`src/mtgp_params.svh`:
```
// Contract
// Data read: direction set gives register, else pin
// Odd pins: motor PWM overrides plain I/O
// Even pins: motor PWM overrides timer and I/O
// Even pins: enabled timer output overrides plain I/O
// Software clears outputs and slew before capture
// Level register always returns buffered pin state
// Writes to level register change nothing
// Motor PWM forces pin to output
// Even pins: timer output forces pin to output
// Direction bit one is output, zero input
// Direction change shows after two clocks
// Pull device only acts on input pins
// Reset clears every pull enable
// Reserved locations read zero, ignore writes
// Data register always accessible, resets zero
// Polarity zero pulls up, one pulls down
// Per-pin priority mux: motor, timer, data
`ifndef MTGP_PARAMS_SVH
`define MTGP_PARAMS_SVH

// Register indices; byte address is four times the index
`define MTGP_IDX_DATA 14'h0290
`define MTGP_IDX_LEVEL 14'h0291
`define MTGP_IDX_DIR 14'h0292
`define MTGP_IDX_RSVD_A 14'h0293
`define MTGP_IDX_PULL 14'h0294
`define MTGP_IDX_POL 14'h0295
`define MTGP_IDX_RSVD_B 14'h0297

// Field layout: every register sits in the low byte
`define MTGP_FLD_LSB 0
`define MTGP_FLD_MSB 7

// Reset values
`define MTGP_RST_DATA 8'h00
`define MTGP_RST_DIR 8'h00
`define MTGP_RST_PULL 8'h00
`define MTGP_RST_POL 8'h00
`define MTGP_RST_OE_N 8'hFF

// Bus answers
`define MTGP_RESP_OKAY 2'h0
`define MTGP_RESP_SLVERR 2'h2

`endif

```
`src/mtgp_pkg.sv`:
```
`default_nettype none
package mtgp_pkg;

	// Register selected by an address
	typedef enum logic [2:0] {
		MTGP_R_NONE = 3'h0,
		MTGP_R_DATA = 3'h1,
		MTGP_R_LEVEL = 3'h3,
		MTGP_R_DIR = 3'h2,
		MTGP_R_RSVD = 3'h6,
		MTGP_R_PULL = 3'h7,
		MTGP_R_POL = 3'h5
	} mtgp_reg_t;

	// Owner of a pin, Gray coded by rising priority
	typedef enum logic [1:0] {
		MTGP_FN_GPIO = 2'h0,
		MTGP_FN_TIMER = 2'h1,
		MTGP_FN_MOTOR = 2'h3
	} mtgp_fn_t;

endpackage
`default_nettype wire

```
`src/mtgp_port.sv`:
```
// Design decision made here: register access over AXI4-Lite.
`include "mtgp_params.svh"
`default_nettype none
module mtgp_port (
	input wire logic CORE_CLK, // Bus clock
	input wire logic RST, // Async reset, high
	input wire logic [15:0] S_AXI_AWADDR, // Write address
	input wire logic S_AXI_AWVALID, // Write address valid
	output logic S_AXI_AWREADY, // Write address ready
	input wire logic [31:0] S_AXI_WDATA, // Write data
	input wire logic [3:0] S_AXI_WSTRB, // Byte enables
	input wire logic S_AXI_WVALID, // Write data valid
	output logic S_AXI_WREADY, // Write data ready
	output logic [1:0] S_AXI_BRESP, // Write response
	output logic S_AXI_BVALID, // Write response valid
	input wire logic S_AXI_BREADY, // Write response ready
	input wire logic [15:0] S_AXI_ARADDR, // Read address
	input wire logic S_AXI_ARVALID, // Read address valid
	output logic S_AXI_ARREADY, // Read address ready
	output logic [31:0] S_AXI_RDATA, // Read data
	output logic [1:0] S_AXI_RRESP, // Read response
	output logic S_AXI_RVALID, // Read data valid
	input wire logic S_AXI_RREADY, // Read data ready
	input wire logic [7:0] PIN_IN, // Pad input levels
	output logic [7:0] PIN_OUT, // Pad output values
	output logic [7:0] PIN_OE_N, // Pad drive enable, low
	output logic [7:0] PULL_UP_EN, // Pull-up device on
	output logic [7:0] PULL_DN_EN, // Pull-down device on
	input wire logic [7:0] MOTOR_PWM_EN, // Motor PWM enabled
	input wire logic [7:0] MOTOR_PWM_OUT, // Motor PWM levels
	input wire logic [3:0] TIMER_OC_EN, // Timer outputs enabled
	input wire logic [3:0] TIMER_OC_OUT // Timer output levels
);

	// Address to register decode, shared by both channels
	function automatic mtgp_pkg::mtgp_reg_t reg_of(
		input logic [15:0] addr);
		logic [13:0] idx;
		idx = addr[15:2];
		case (idx)
			`MTGP_IDX_DATA: reg_of = mtgp_pkg::MTGP_R_DATA;
			`MTGP_IDX_LEVEL: reg_of = mtgp_pkg::MTGP_R_LEVEL;
			`MTGP_IDX_DIR: reg_of = mtgp_pkg::MTGP_R_DIR;
			`MTGP_IDX_RSVD_A: reg_of = mtgp_pkg::MTGP_R_RSVD;
			`MTGP_IDX_RSVD_B: reg_of = mtgp_pkg::MTGP_R_RSVD;
			`MTGP_IDX_PULL: reg_of = mtgp_pkg::MTGP_R_PULL;
			`MTGP_IDX_POL: reg_of = mtgp_pkg::MTGP_R_POL;
			default: reg_of = mtgp_pkg::MTGP_R_NONE;
		endcase
	endfunction

	logic [7:0] data_ff;
	logic [7:0] dir_ff;
	logic [7:0] pull_ff;
	logic [7:0] pol_ff;
	logic [7:0] sync_a_ff;
	logic [7:0] pin_lvl_ff;
	logic aw_held_ff;
	logic w_held_ff;
	logic [15:0] awaddr_ff;
	logic [7:0] wbyte_ff;
	logic wstrb_ff;
	logic bvalid_ff;
	logic [1:0] bresp_ff;
	logic rvalid_ff;
	logic [1:0] rresp_ff;
	logic [7:0] rbyte_ff;
	logic [7:0] pin_out_ff;
	logic [7:0] oe_n_ff;
	logic [7:0] pull_up_ff;
	logic [7:0] pull_dn_ff;

	// Write channel decode
	wire logic wr_fire;
	wire mtgp_pkg::mtgp_reg_t wr_reg;
	wire logic wr_lane;
	wire logic wr_data;
	wire logic wr_dir;
	wire logic wr_pull;
	wire logic wr_pol;
	assign wr_fire = aw_held_ff & w_held_ff & ~bvalid_ff;
	assign wr_reg = reg_of(awaddr_ff);
	assign wr_lane = wr_fire & wstrb_ff;
	assign wr_data = wr_lane & (wr_reg == mtgp_pkg::MTGP_R_DATA);
	assign wr_dir = wr_lane & (wr_reg == mtgp_pkg::MTGP_R_DIR);
	assign wr_pull = wr_lane & (wr_reg == mtgp_pkg::MTGP_R_PULL);
	assign wr_pol = wr_lane & (wr_reg == mtgp_pkg::MTGP_R_POL);

	// Read channel decode; level and reserved take no write path
	wire logic rd_fire;
	wire mtgp_pkg::mtgp_reg_t rd_reg;
	logic [7:0] rd_val;
	assign rd_fire = S_AXI_ARVALID & ~rvalid_ff;
	assign rd_reg = reg_of(S_AXI_ARADDR);
	// Data read picks stored bit or pin level per direction
	wire logic [7:0] rd_port;
	assign rd_port = (dir_ff & data_ff) | (~dir_ff & pin_lvl_ff);
	always_comb begin
		case (rd_reg)
			mtgp_pkg::MTGP_R_DATA: rd_val = rd_port;
			mtgp_pkg::MTGP_R_LEVEL: rd_val = pin_lvl_ff;
			mtgp_pkg::MTGP_R_DIR: rd_val = dir_ff;
			mtgp_pkg::MTGP_R_PULL: rd_val = pull_ff;
			mtgp_pkg::MTGP_R_POL: rd_val = pol_ff;
			default: rd_val = 8'h00;
		endcase
	end

	// Bus handshakes
	assign S_AXI_AWREADY = ~aw_held_ff;
	assign S_AXI_WREADY = ~w_held_ff;
	assign S_AXI_BVALID = bvalid_ff;
	assign S_AXI_BRESP = bresp_ff;
	assign S_AXI_ARREADY = ~rvalid_ff;
	assign S_AXI_RVALID = rvalid_ff;
	assign S_AXI_RRESP = rresp_ff;
	assign S_AXI_RDATA = {24'h00_0000, rbyte_ff};

	// Hold write address and data until both are in
	always_ff @(posedge CORE_CLK or posedge RST) begin
		if (RST) begin
			aw_held_ff <= 1'b0;
			awaddr_ff <= 16'h0000;
		end else if (S_AXI_AWVALID & ~aw_held_ff) begin
			aw_held_ff <= 1'b1;
			awaddr_ff <= S_AXI_AWADDR;
		end else if (wr_fire) begin
			aw_held_ff <= 1'b0;
		end
	end

	always_ff @(posedge CORE_CLK or posedge RST) begin
		if (RST) begin
			w_held_ff <= 1'b0;
			wbyte_ff <= 8'h00;
			wstrb_ff <= 1'b0;
		end else if (S_AXI_WVALID & ~w_held_ff) begin
			w_held_ff <= 1'b1;
			wbyte_ff <= S_AXI_WDATA[`MTGP_FLD_MSB:`MTGP_FLD_LSB];
			wstrb_ff <= S_AXI_WSTRB[0];
		end else if (wr_fire) begin
			w_held_ff <= 1'b0;
		end
	end

	// Write response; unmapped addresses answer SLVERR
	always_ff @(posedge CORE_CLK or posedge RST) begin
		if (RST) begin
			bvalid_ff <= 1'b0;
			bresp_ff <= `MTGP_RESP_OKAY;
		end else if (wr_fire) begin
			bvalid_ff <= 1'b1;
			bresp_ff <= (wr_reg == mtgp_pkg::MTGP_R_NONE) ?
				`MTGP_RESP_SLVERR : `MTGP_RESP_OKAY;
		end else if (S_AXI_BREADY) begin
			bvalid_ff <= 1'b0;
		end
	end

	// Read response, data captured when the address is taken
	always_ff @(posedge CORE_CLK or posedge RST) begin
		if (RST) begin
			rvalid_ff <= 1'b0;
			rresp_ff <= `MTGP_RESP_OKAY;
			rbyte_ff <= 8'h00;
		end else if (rd_fire) begin
			rvalid_ff <= 1'b1;
			rbyte_ff <= rd_val;
			rresp_ff <= (rd_reg == mtgp_pkg::MTGP_R_NONE) ?
				`MTGP_RESP_SLVERR : `MTGP_RESP_OKAY;
		end else if (S_AXI_RREADY) begin
			rvalid_ff <= 1'b0;
		end
	end

	// Software registers; level and reserved writes go nowhere
	always_ff @(posedge CORE_CLK or posedge RST) begin
		if (RST) begin
			data_ff <= `MTGP_RST_DATA;
			dir_ff <= `MTGP_RST_DIR;
			pull_ff <= `MTGP_RST_PULL;
			pol_ff <= `MTGP_RST_POL;
		end else begin
			if (wr_data) data_ff <= wbyte_ff;
			if (wr_dir) dir_ff <= wbyte_ff;
			if (wr_pull) pull_ff <= wbyte_ff;
			if (wr_pol) pol_ff <= wbyte_ff;
		end
	end

	// Two-stage pin input buffer, the latency software waits out
	always_ff @(posedge CORE_CLK or posedge RST) begin
		if (RST) begin
			sync_a_ff <= 8'h00;
			pin_lvl_ff <= 8'h00;
		end else begin
			sync_a_ff <= PIN_IN;
			pin_lvl_ff <= sync_a_ff;
		end
	end

	// Per-pin owner select: motor, then timer, then register
	mtgp_pkg::mtgp_fn_t pin_fn [8];
	logic [7:0] nxt_pin_out;
	logic [7:0] nxt_drive;
	for (genvar i = 0; i < 8; i++) begin : g_pin
		wire logic tim_en;
		wire logic tim_val;
		assign tim_en = ((i % 2) == 0) ? TIMER_OC_EN[i / 2] : 1'b0;
		assign tim_val = TIMER_OC_OUT[i / 2];
		assign pin_fn[i] = MOTOR_PWM_EN[i] ? mtgp_pkg::MTGP_FN_MOTOR :
			tim_en ? mtgp_pkg::MTGP_FN_TIMER :
			mtgp_pkg::MTGP_FN_GPIO;
		always_comb begin
			case (pin_fn[i])
				mtgp_pkg::MTGP_FN_MOTOR: begin
					nxt_pin_out[i] = MOTOR_PWM_OUT[i];
					nxt_drive[i] = 1'b1;
				end
				mtgp_pkg::MTGP_FN_TIMER: begin
					nxt_pin_out[i] = tim_val;
					nxt_drive[i] = 1'b1;
				end
				default: begin
					nxt_pin_out[i] = data_ff[i];
					nxt_drive[i] = dir_ff[i];
				end
			endcase
		end
	end

	// Pull devices only on input pins, polarity picks direction
	wire logic [7:0] pull_act;
	wire logic [7:0] nxt_pull_up;
	wire logic [7:0] nxt_pull_dn;
	assign pull_act = pull_ff & ~nxt_drive;
	assign nxt_pull_up = pull_act & ~pol_ff;
	assign nxt_pull_dn = pull_act & pol_ff;

	// Registered pad controls
	always_ff @(posedge CORE_CLK or posedge RST) begin
		if (RST) begin
			pin_out_ff <= 8'h00;
			oe_n_ff <= `MTGP_RST_OE_N;
			pull_up_ff <= 8'h00;
			pull_dn_ff <= 8'h00;
		end else begin
			pin_out_ff <= nxt_pin_out;
			oe_n_ff <= ~nxt_drive;
			pull_up_ff <= nxt_pull_up;
			pull_dn_ff <= nxt_pull_dn;
		end
	end
	assign PIN_OUT = pin_out_ff;
	assign PIN_OE_N = oe_n_ff;
	assign PULL_UP_EN = pull_up_ff;
	assign PULL_DN_EN = pull_dn_ff;
endmodule
`default_nettype wire

```
`config.mk`:
```
export PLATFORM = sky130hd
export DESIGN_NAME = mtgp_port
export DESIGN_NICKNAME = d
export VERILOG_FILES = /design/src/mtgp_pkg.sv /design/src/mtgp_port.sv
export VERILOG_INCLUDE_DIRS = /design/src
export SDC_FILE = /design/constraint.sdc
export NUM_CORES = 1
export LEC_CHECK = 0
export ABC_AREA = 1
export ABC_CLOCK_PERIOD_IN_PS = 10500
export BUFFER_PORTS_ARGS = -buffer_cell sky130_fd_sc_hd__buf_4
export CAP_MARGIN = 20
export CELL_PAD_IN_SITES_DETAIL_PLACEMENT = 0
export CELL_PAD_IN_SITES_GLOBAL_PLACEMENT = 1
export CORE_ASPECT_RATIO = 1.5
export CORE_UTILIZATION = 40
export DETAILED_ROUTE_END_ITERATION = 10
export PLACE_DENSITY = 0.81
export SLEW_MARGIN = 10
export SYNTH_ARGS = -nofsm -noshare
export SYNTH_HDL_FRONTEND = slang
export SYNTH_SLANG_ARGS = --single-unit
```
`constraint.sdc`:
```
create_clock -name CORE_CLK -period 10.5 [get_ports CORE_CLK]
set_input_delay 1.575 -clock CORE_CLK [delete_from_list [all_inputs] [get_ports CORE_CLK]]
set_output_delay 1.575 -clock CORE_CLK [all_outputs]
set_load 0.005 [all_outputs]
```
Word level (Yosys, flattened, before mapping) --
Index checks and enable logic that the tools add are counted.
Word-level totals: register bits after elaboration 121, bits of input ports 107, output and inout bits 73, word-level logic and storage cells 138
Cells by class: equal/unequal tests 39, mux-type cells 40, bitwise operators 23, reduce and logical (&&, ||, !) cells 16
Operator list (number):
- $eq A14 B10 Y1 const B | 14
- $and A8 B8 Y8 | 5
- $pmux W8 S5 | 1
- $pmux W3 S6 | 2
- $not A8 Y8 | 3
- $mux W2 | 10
- $reduce_or A2 Y1 | 10
- $mux W1 | 19
- $eq A2 B1 Y1 const B | 8
- $eq A2 B2 Y1 const B | 8
- $pmux W1 S2 | 8
- $eq A3 B3 Y1 const B | 4
- $and A1 B1 Y1 | 10
- $eq A3 B2 Y1 const B | 3
- $or A8 B8 Y8 | 1
- $reduce_bool A2 Y1 | 4
- $eq A3 B1 Y1 const B | 2
- $logic_not A3 Y1 | 2
- $not A1 Y1 | 4

Logic depth before layout (Yosys ltp) --
Gate-level depths: netlist (run 1).
word-level depth 8, depth in mapped cells 11, depth with buffers taken out 10

Worst setup path after synthesis (run 1) --
No wires, ideal clock.
path type input-to-reg, from input port S_AXI_ARADDR[15], to register rbyte_ff[0], library setup time 0.065 ns, arrival 2.434 ns, path slack 8.001 ns, stages 9, buffers on the path 1, path through or2_4 nor2_4 buf_6 nand3_1 nand2_1 nor2_1 nand2_1 nand2_1 nand2_1
On the way: word-level cells in the longest chain between the ends 5, elaborated cells between the ends (all ways) 15
Ends and longest elaborated chain:
- from (decl) | line mtgp_port.sv:17 | input wire logic [15:0] S_AXI_ARADDR,
- $eq A14 B10 Y1 | line mtgp_port.sv:40 | case (idx)
- $reduce_or A2 Y1 (no source line)
- $pmux W3 S6 * | line mtgp_port.sv:40
- $eq A3 B3 Y1, or another cell as far along | line mtgp_port.sv:99 | case (rd_reg)
- $pmux W8 S5 * | line mtgp_port.sv:99
- to (signal assigned) | line mtgp_port.sv:168 | rbyte_ff <= rd_val;
- to (decl) | line mtgp_port.sv:67 | logic [7:0] rbyte_ff;
Mark *: on every way between the ends. The rest lies on a longest branch, timed or not. A chain may end at the register's enable or synchronous reset.

Final worst setup path (run 1) --
from input port S_AXI_ARADDR[15], to register rbyte_ff[4]
Same word-level chain as after synthesis.

==> out/metrics.yaml, run 1 <==
cpMostUsedCell: "nand2_1"
muxShareOfSynthArea_pct: 4.67
syn2layout_area_growth_pct: 30.6
worstPathArrival_ns: 3.06
async_reset_ff_share_pct: 100
crit_type: "in2reg"
vias_per_cell: 4.69
first_pass_iters: 7
cp_top_family: "simple AND/OR/NAND/NOR gates"
synthCells: 513
combPwrFrac_pct: 14.3
hp-start: "sync_a_ff[7]$_DFF_PP0_"
port_buffers: 122
min_path_type: "reg2reg"
root_buffer: "clkbuf_16"
synth_top_family_by_area: "simple AND/OR/NAND/NOR gates"
drtAntennaViolNets: 0
fmax_mhz: 369
drtIter0Drc: 203
fin_tns_setup_ns: 0
overflow: 0
vdd_drop_max_v: 0.000135
die_area_um2: 13100
hpwl_um: 7860
grt_use_total_pct: 18.3
worst_slew_pin_slew_ns: 0.911
period_needed_ns: 2.71
cts-htree-levels: 4
cts_setup_buffers: 0
grt_pass1_vias: 3786
synth.cell_area_um2: 5060
p_leak_nw: 3.31
synth-edff-count: 0
finalCritPeriodShare_pct: 25.8
place_area_um2: 5990
power.share.sequential_pct: 40.8
cp_slowest_cell: "nor2_4"
die_h_um: 140
grt_max_degree: 75
path_clk_slew_ns: 0.05
r2r-start: "awaddr_ff[7]$_DFFE_PP0P_"
setup_violations: 0
drt_wl_total_um: 11100
fin_area_um2: 6610
crit_start: "S_AXI_ARADDR[15]"
antenna_found_initial: 0
p_clk_share_pct: 44.9
max-cap-violations: 0
yosys.area.top_type: "dfrtp_1"
layout_commonest_cell: "buf_4"
start_util_pct: 40.9
die_x_um: 93.8
rsz0062_at_grt: "no"
critPathMaxFanout: 32
largest_reg_flops: 14
wl_per_cell_um: 13.6
ctsResizeCount: 0
ios: 180
skew_ns: 0.00986
yosys_warnings: 0
clkLatencyLatePin_ns: 0.41
relSlewSlack_pct: 39.3
p_per_area_nw_per_um2: 199
top_register: "awaddr_ff"
yosysTopAreaCellShare_pct: 53.9
fin_hold_ws_ns: 0.348
ys_ff_latch: 117
hold_viol: 0
synth_area_leaders: "dfrtp_1 54%, nand2_1 8.8%, mux2_2 4.7%"
yosys.area_share.simple_pct: 22.3
nets: 750
antenna_cells: 0
cp-end-kind: "flop"
crit_path_max_incr_delay_ns: 0.56
ys_types: 31
crit_path_cell_trace: "buf_4 > or2_4 > nor2_4 > nand3_1 > nand2_1 > nor2_1 > nand2_1 > nand2_1 > nand2_1"
synth_flop_cell: "dfrtp_1"
synth_fa_ha_area_share_pct: 0
gp_congestion: 0.728
postCtsHoldBufs: 0
final_cell_mix: "123 x buf_4, 118 x nand2_1, 109 x dfrtp_1, 59 x nor2_1, 38 x nand3_1"
critPathBufInv: 1
rows: 50
internal-power_mw: 0.976
numCtsBuffers: 17
synthXorXnorAreaFrac_pct: 0
required_ns: 10.84
status: "complete, no violations"
ys_seq_area_share_pct: 58.0
drc: 0
cts_tree: "built"
vias: 3805
grt_first_pass_wirelength_um: 18100
coreArea_um2: 12400
cts.sinks: 117
avgSynthCellArea_um2: 9.87
report.final.slew_viol_count: 0
synth_compound_area_share_pct: 6.55
swShare_pct: 25.7
drive_above_1_share_pct: 34.1
crit_path_start_kind: "input pin"
cts.path.max_buffers: 2
switchingPower_mw: 0.337
metal layers:
metal  wire length [um]  track usage [%]  up-vias
li1                   -                -     1870
met5                  0                0        -
met1               4230             19.7     1800
met2               5930             32.5      120
met3                679             5.52       15
met4                218             8.18        0
path summary, 6_finish.rpt:
| kind | cells after the start | endpoint | slack, ns |
|---|---|---|---|
| max in group asynchronous | 3 | data_ff[7]$_DFFE_PP0P_ | 7.98 |
| worst min-delay path | 0 | pin_lvl_ff[7]$_DFF_PP0_ | 0.35 |
| worst max register to register | 6 | dir_ff[0]$_DFFE_PP0P_ | 8.81 |
| worst max-delay path | 9 | rbyte_ff[4]$_DFFE_PP0P_ | 7.79 |
| worst min register to register | 0 | pin_lvl_ff[7]$_DFF_PP0_ | 0.35 |
| min in group asynchronous | 2 | aw_held_ff$_DFFE_PP0P_ | 1.21 |
final cells by class:
cell class	instances	area, um^2
repair buffers	123	923
inverters	36	138
clock buffers	20	467
clock inverters	12	153
fillers	1131	5780
flip-flops and latches	117	2940
well taps	156	195
multi-input cells	348	1800
kinds of logic after synthesis:
family,after synthesis
flip-flops,117
buffers and inverters,73
other,1
AO/OA/AOI/OAI,53
multiplexers,21
AND/OR/NAND/NOR,248
worst reg2reg max path, stage by stage, from the launching register on:
cell     delay (ns)
dfrtp_1        0.38
nor2_2         0.11
nand3_2        0.15
nor4_2         0.22
nand3_2        0.43
nand2_1        0.21
o21ai_2        0.07
power groups by stage:
| stage | sequential (mW) | clock, mW | combinational (mW) |
|---|---|---|---|
| after floorplan | 0.537 | 0 | 0.131 |
| after global placement | 0.540 | 0 | 0.184 |
| after detailed placement | 0.544 | 0 | 0.191 |
| after CTS | 0.537 | 0.602 | 0.193 |
| after global routing | 0.543 | 0.625 | 0.214 |
| final | 0.536 | 0.589 | 0.188 |
stage by stage:
| stage | worst slack (ns) | utilization [%] | power (mW) | std cells |
|---|---|---|---|---|
| finish | 7.79 | 53.4 | 1.31 | 812 |
| floorplan | 5.84 | - | 0.669 | 538 |
| detailed placement | 7.36 | 48.4 | 0.735 | 780 |
| global placement | 7.41 | 48.4 | 0.724 | 780 |
| global route | 7.56 | 53.4 | 1.38 | 812 |
| CTS | 7.79 | 53.4 | 1.33 | 812 |
Yosys cell counts, types with 2 or more instances:
library cell / count
nand2_1: 118
dfrtp_1: 109
nor2_1: 59
nand3_1: 38
inv_1: 34
buf_4: 26
mux2_2: 21
o21ai_1: 16
o21ai_2: 16
a21oi_1: 14
dfstp_2: 8
buf_6: 6
nand3_2: 5
nor2_2: 5
nor2_4: 5
o21ai_0: 5
nand3b_1: 4
nor3_1: 4
buf_2: 3
nor3_2: 3
clkbuf_1: 2
nand4_1: 2
nor4_2: 2
No activity file was read; power rests on OpenSTA's default activity.
==> run 2: changes to the inputs <==
Settings changed: ABC_CLOCK_PERIOD_IN_PS 10500 to 2400, CORE_UTILIZATION 40 to 33, PLACE_DENSITY 0.81 to 0.71.
Clock period 10.5 ns to 2.4 ns, I/O delays scaled along.
==> run 2 against run 1 <==
Sequential share of layout area shrank 0.70 points. Worst setup slack lost 7.1 ns. Die area grew 21%. Critical path type is now reg2reg. Largest cell class unchanged.
==> out/metrics.yaml, run 2 (synthesis results as in run 1) <==
syn2layout_area_growth_pct: 32.7
max-cap-violations: 0  # unchanged
setup_violations: 0  # unchanged
cp_slowest_cell: "nand3_2"
grt_pass1_vias: 3742  # -1.2%
reg2reg_slack_ns: 0.69  # -8.12 ns
drt_wl_total_um: 11700  # +6.0%
swShare_pct: 25.1  # -0.53 points
crit_path_start_kind: "flop"
report.final.slew_viol_count: 0  # unchanged
gp_congestion: 0.743  # +2.0%
required_ns: 2.68  # -8.16 ns
status: "complete, no violations"
cp_top_family: "simple AND/OR/NAND/NOR gates"
p_clk_share_pct: 44.9  # about the same
die_x_um: 103  # +9.9%
layout_commonest_cell: "buf_4"
p_leak_nw: 3.35  # +1.1%
power.share.sequential_pct: 40.6  # -0.2 points
skew_ns: 0.00646  # -0.00340 ns
drive_above_1_share_pct: 34.1  # -0.055 points
drc: 0  # unchanged
largest_reg_flops: 14  # unchanged
start_util_pct: 33.7  # -7.1 points
min_path_type: "in2reg"
p_per_area_nw_per_um2: 858  # +330%
root_buffer: "clkbuf_16"
antenna_found_initial: 0  # unchanged
grt_first_pass_wirelength_um: 18800  # +3.8%
combPwrFrac_pct: 14.5  # +0.2 points
antenna_cells: 0  # unchanged
wirelength_met1_um: 4350  # +2.8%
worst_slew_pin_slew_ns: 0.713  # -0.198 ns
first_pass_iters: 5  # -2
drtIter0Drc: 146  # -28%
cts-htree-levels: 4  # unchanged
hpwl_um: 8440  # +7.3%
rsz0062_at_grt: "no"
coreArea_um2: 15000  # +21%
finalCritPeriodShare_pct: 71.4
top_register: "awaddr_ff"
cp-end-kind: "flop"
cts.path.max_buffers: 2  # unchanged
timing.final.ws_setup_ns: 0.687  # -7.10 ns
crit_type: "reg2reg"
critPathBufInv: 0  # -1
period_needed_ns: 1.71
ios: 180  # unchanged
wl_met2_um: 6410  # +8.2%
fin_tns_setup_ns: 0  # unchanged
rows: 55  # +10%
cts_tree: "built"
cpMostUsedCell: "nand3_2"
met3_length_um: 607  # -11%
cts_setup_buffers: 0  # unchanged
relSlewSlack_pct: 52.3  # +13 points
crit_path_cell_trace: "nor2_2 > nand3_2 > nor4_2 > nand3_2 > nand2_1 > o21ai_2"
worstPathArrival_ns: 1.99  # -1.07 ns
nets: 755  # +0.67%
die_area_um2: 15800  # +21%
vias: 3770  # -0.92%
grt_max_degree: 50  # -33%
wl_per_cell_um: 13.6  # +0.22%
die_h_um: 154  # +10%
crit_path_max_incr_delay_ns: 0.43  # -0.13 ns
p_total_mw: 5.76  # +340%
r2r-start: "awaddr_ff[7]$_DFFE_PP0P_"
clkLatencyLatePin_ns: 0.41  # about the same
preCtsSetupSlack_ns: 0.509  # -6.85 ns
fmax_mhz: 584
hp-start: "PIN_IN[3]"
critPathMaxFanout: 16  # -50%
path_clk_slew_ns: 0.05  # about the same
routed.top_layer: "met4"
grt_use_total_pct: 16.1  # -2.2 points
internal-power_mw: 4.31  # +340%
crit_start: "awaddr_ff[7]$_DFFE_PP0P_"
vias_per_cell: 4.39  # -6.3%
port_buffers: 122  # unchanged
numCtsBuffers: 17  # unchanged
vdd_drop_max_v: 0.000490  # +260%
overflow: 0  # unchanged
drtAntennaViolNets: 0  # unchanged
cts.sinks: 117  # unchanged
final_cell_mix: "125 x buf_4, 118 x nand2_1, 109 x dfrtp_1, 59 x nor2_1, 38 x nand3_1"
hold_viol: 0  # unchanged
switchingPower_mw: 1.45  # +330%
## run 2: cell types whose count changed in the layout (fill, tap and decap cells not counted), sizes merged
cell and delta:
inv -1, clkinvlp -2, buf +4, bufinv +1, dlygate4sd3 +1, clkinv +1
## run 2: area by class of cell
type,instances,area [um^2]
multi-input cells,348,1800
well taps,199,249
fillers,1504,8290
clock buffers,20,447
repair buffers,128,988
flip-flops and latches,117,2940
inverters,36,139
clock inverters,11,158
## run 2: through the flow
stage               std cells  util (%)  hold WS [ns]  cell area, um^2
floorplan                 538         -         0.331             5160
global placement          827      40.7         0.337             6100
detailed placement        827      40.7         0.337             6100
CTS                       859      44.8        0.0414             6720
global route              859      44.8        0.0412             6720
finish                    859      44.8        0.0588             6720
## run 2: worst paths after layout
path                                                 end  cells after the start
worst max-delay path               pol_ff[7]$_DFFE_PP0P_                      6
worst min-delay path              sync_a_ff[3]$_DFF_PP0_                      1
worst max register to register     pol_ff[7]$_DFFE_PP0P_                      6
worst min register to register   pin_lvl_ff[2]$_DFF_PP0_                      0
max in group asynchronous          PIN_OE_N[7]$_DFF_PP1_                      4
min in group asynchronous       S_AXI_BVALID$_DFFE_PP0P_                      3
## run 2: power by group through the flow
stage / Combinational (mW) / Clock [mW] / Sequential (mW)
2_1_floorplan: 0.575 / 0 / 2.35
3_3_place_gp: 0.819 / 0 / 2.36
3_5_place_dp: 0.851 / 0 / 2.38
4_1_cts: 0.854 / 2.64 / 2.34
5_1_grt: 0.948 / 2.73 / 2.37
6_report: 0.834 / 2.59 / 2.34
## run 2: worst register-to-register path, delay by kind of cell, from the launching register on
kind,cells,cell delay (ns)
flops,1,0.39
compound gates,1,0.07
simple gates,5,1.14
## run 2: metal layers
metal  global-route usage, %  vias up
li1                        -     1881
met1                    16.9     1737
met2                    29.2      125
met3                    3.50       27
met4                    8.45        0
met5                       0        -
## run 2: what timing repair did
action	CTS	global route
hold buffers	1	0
endpoints found under the hold margin	13	0
resized for setup	0	0
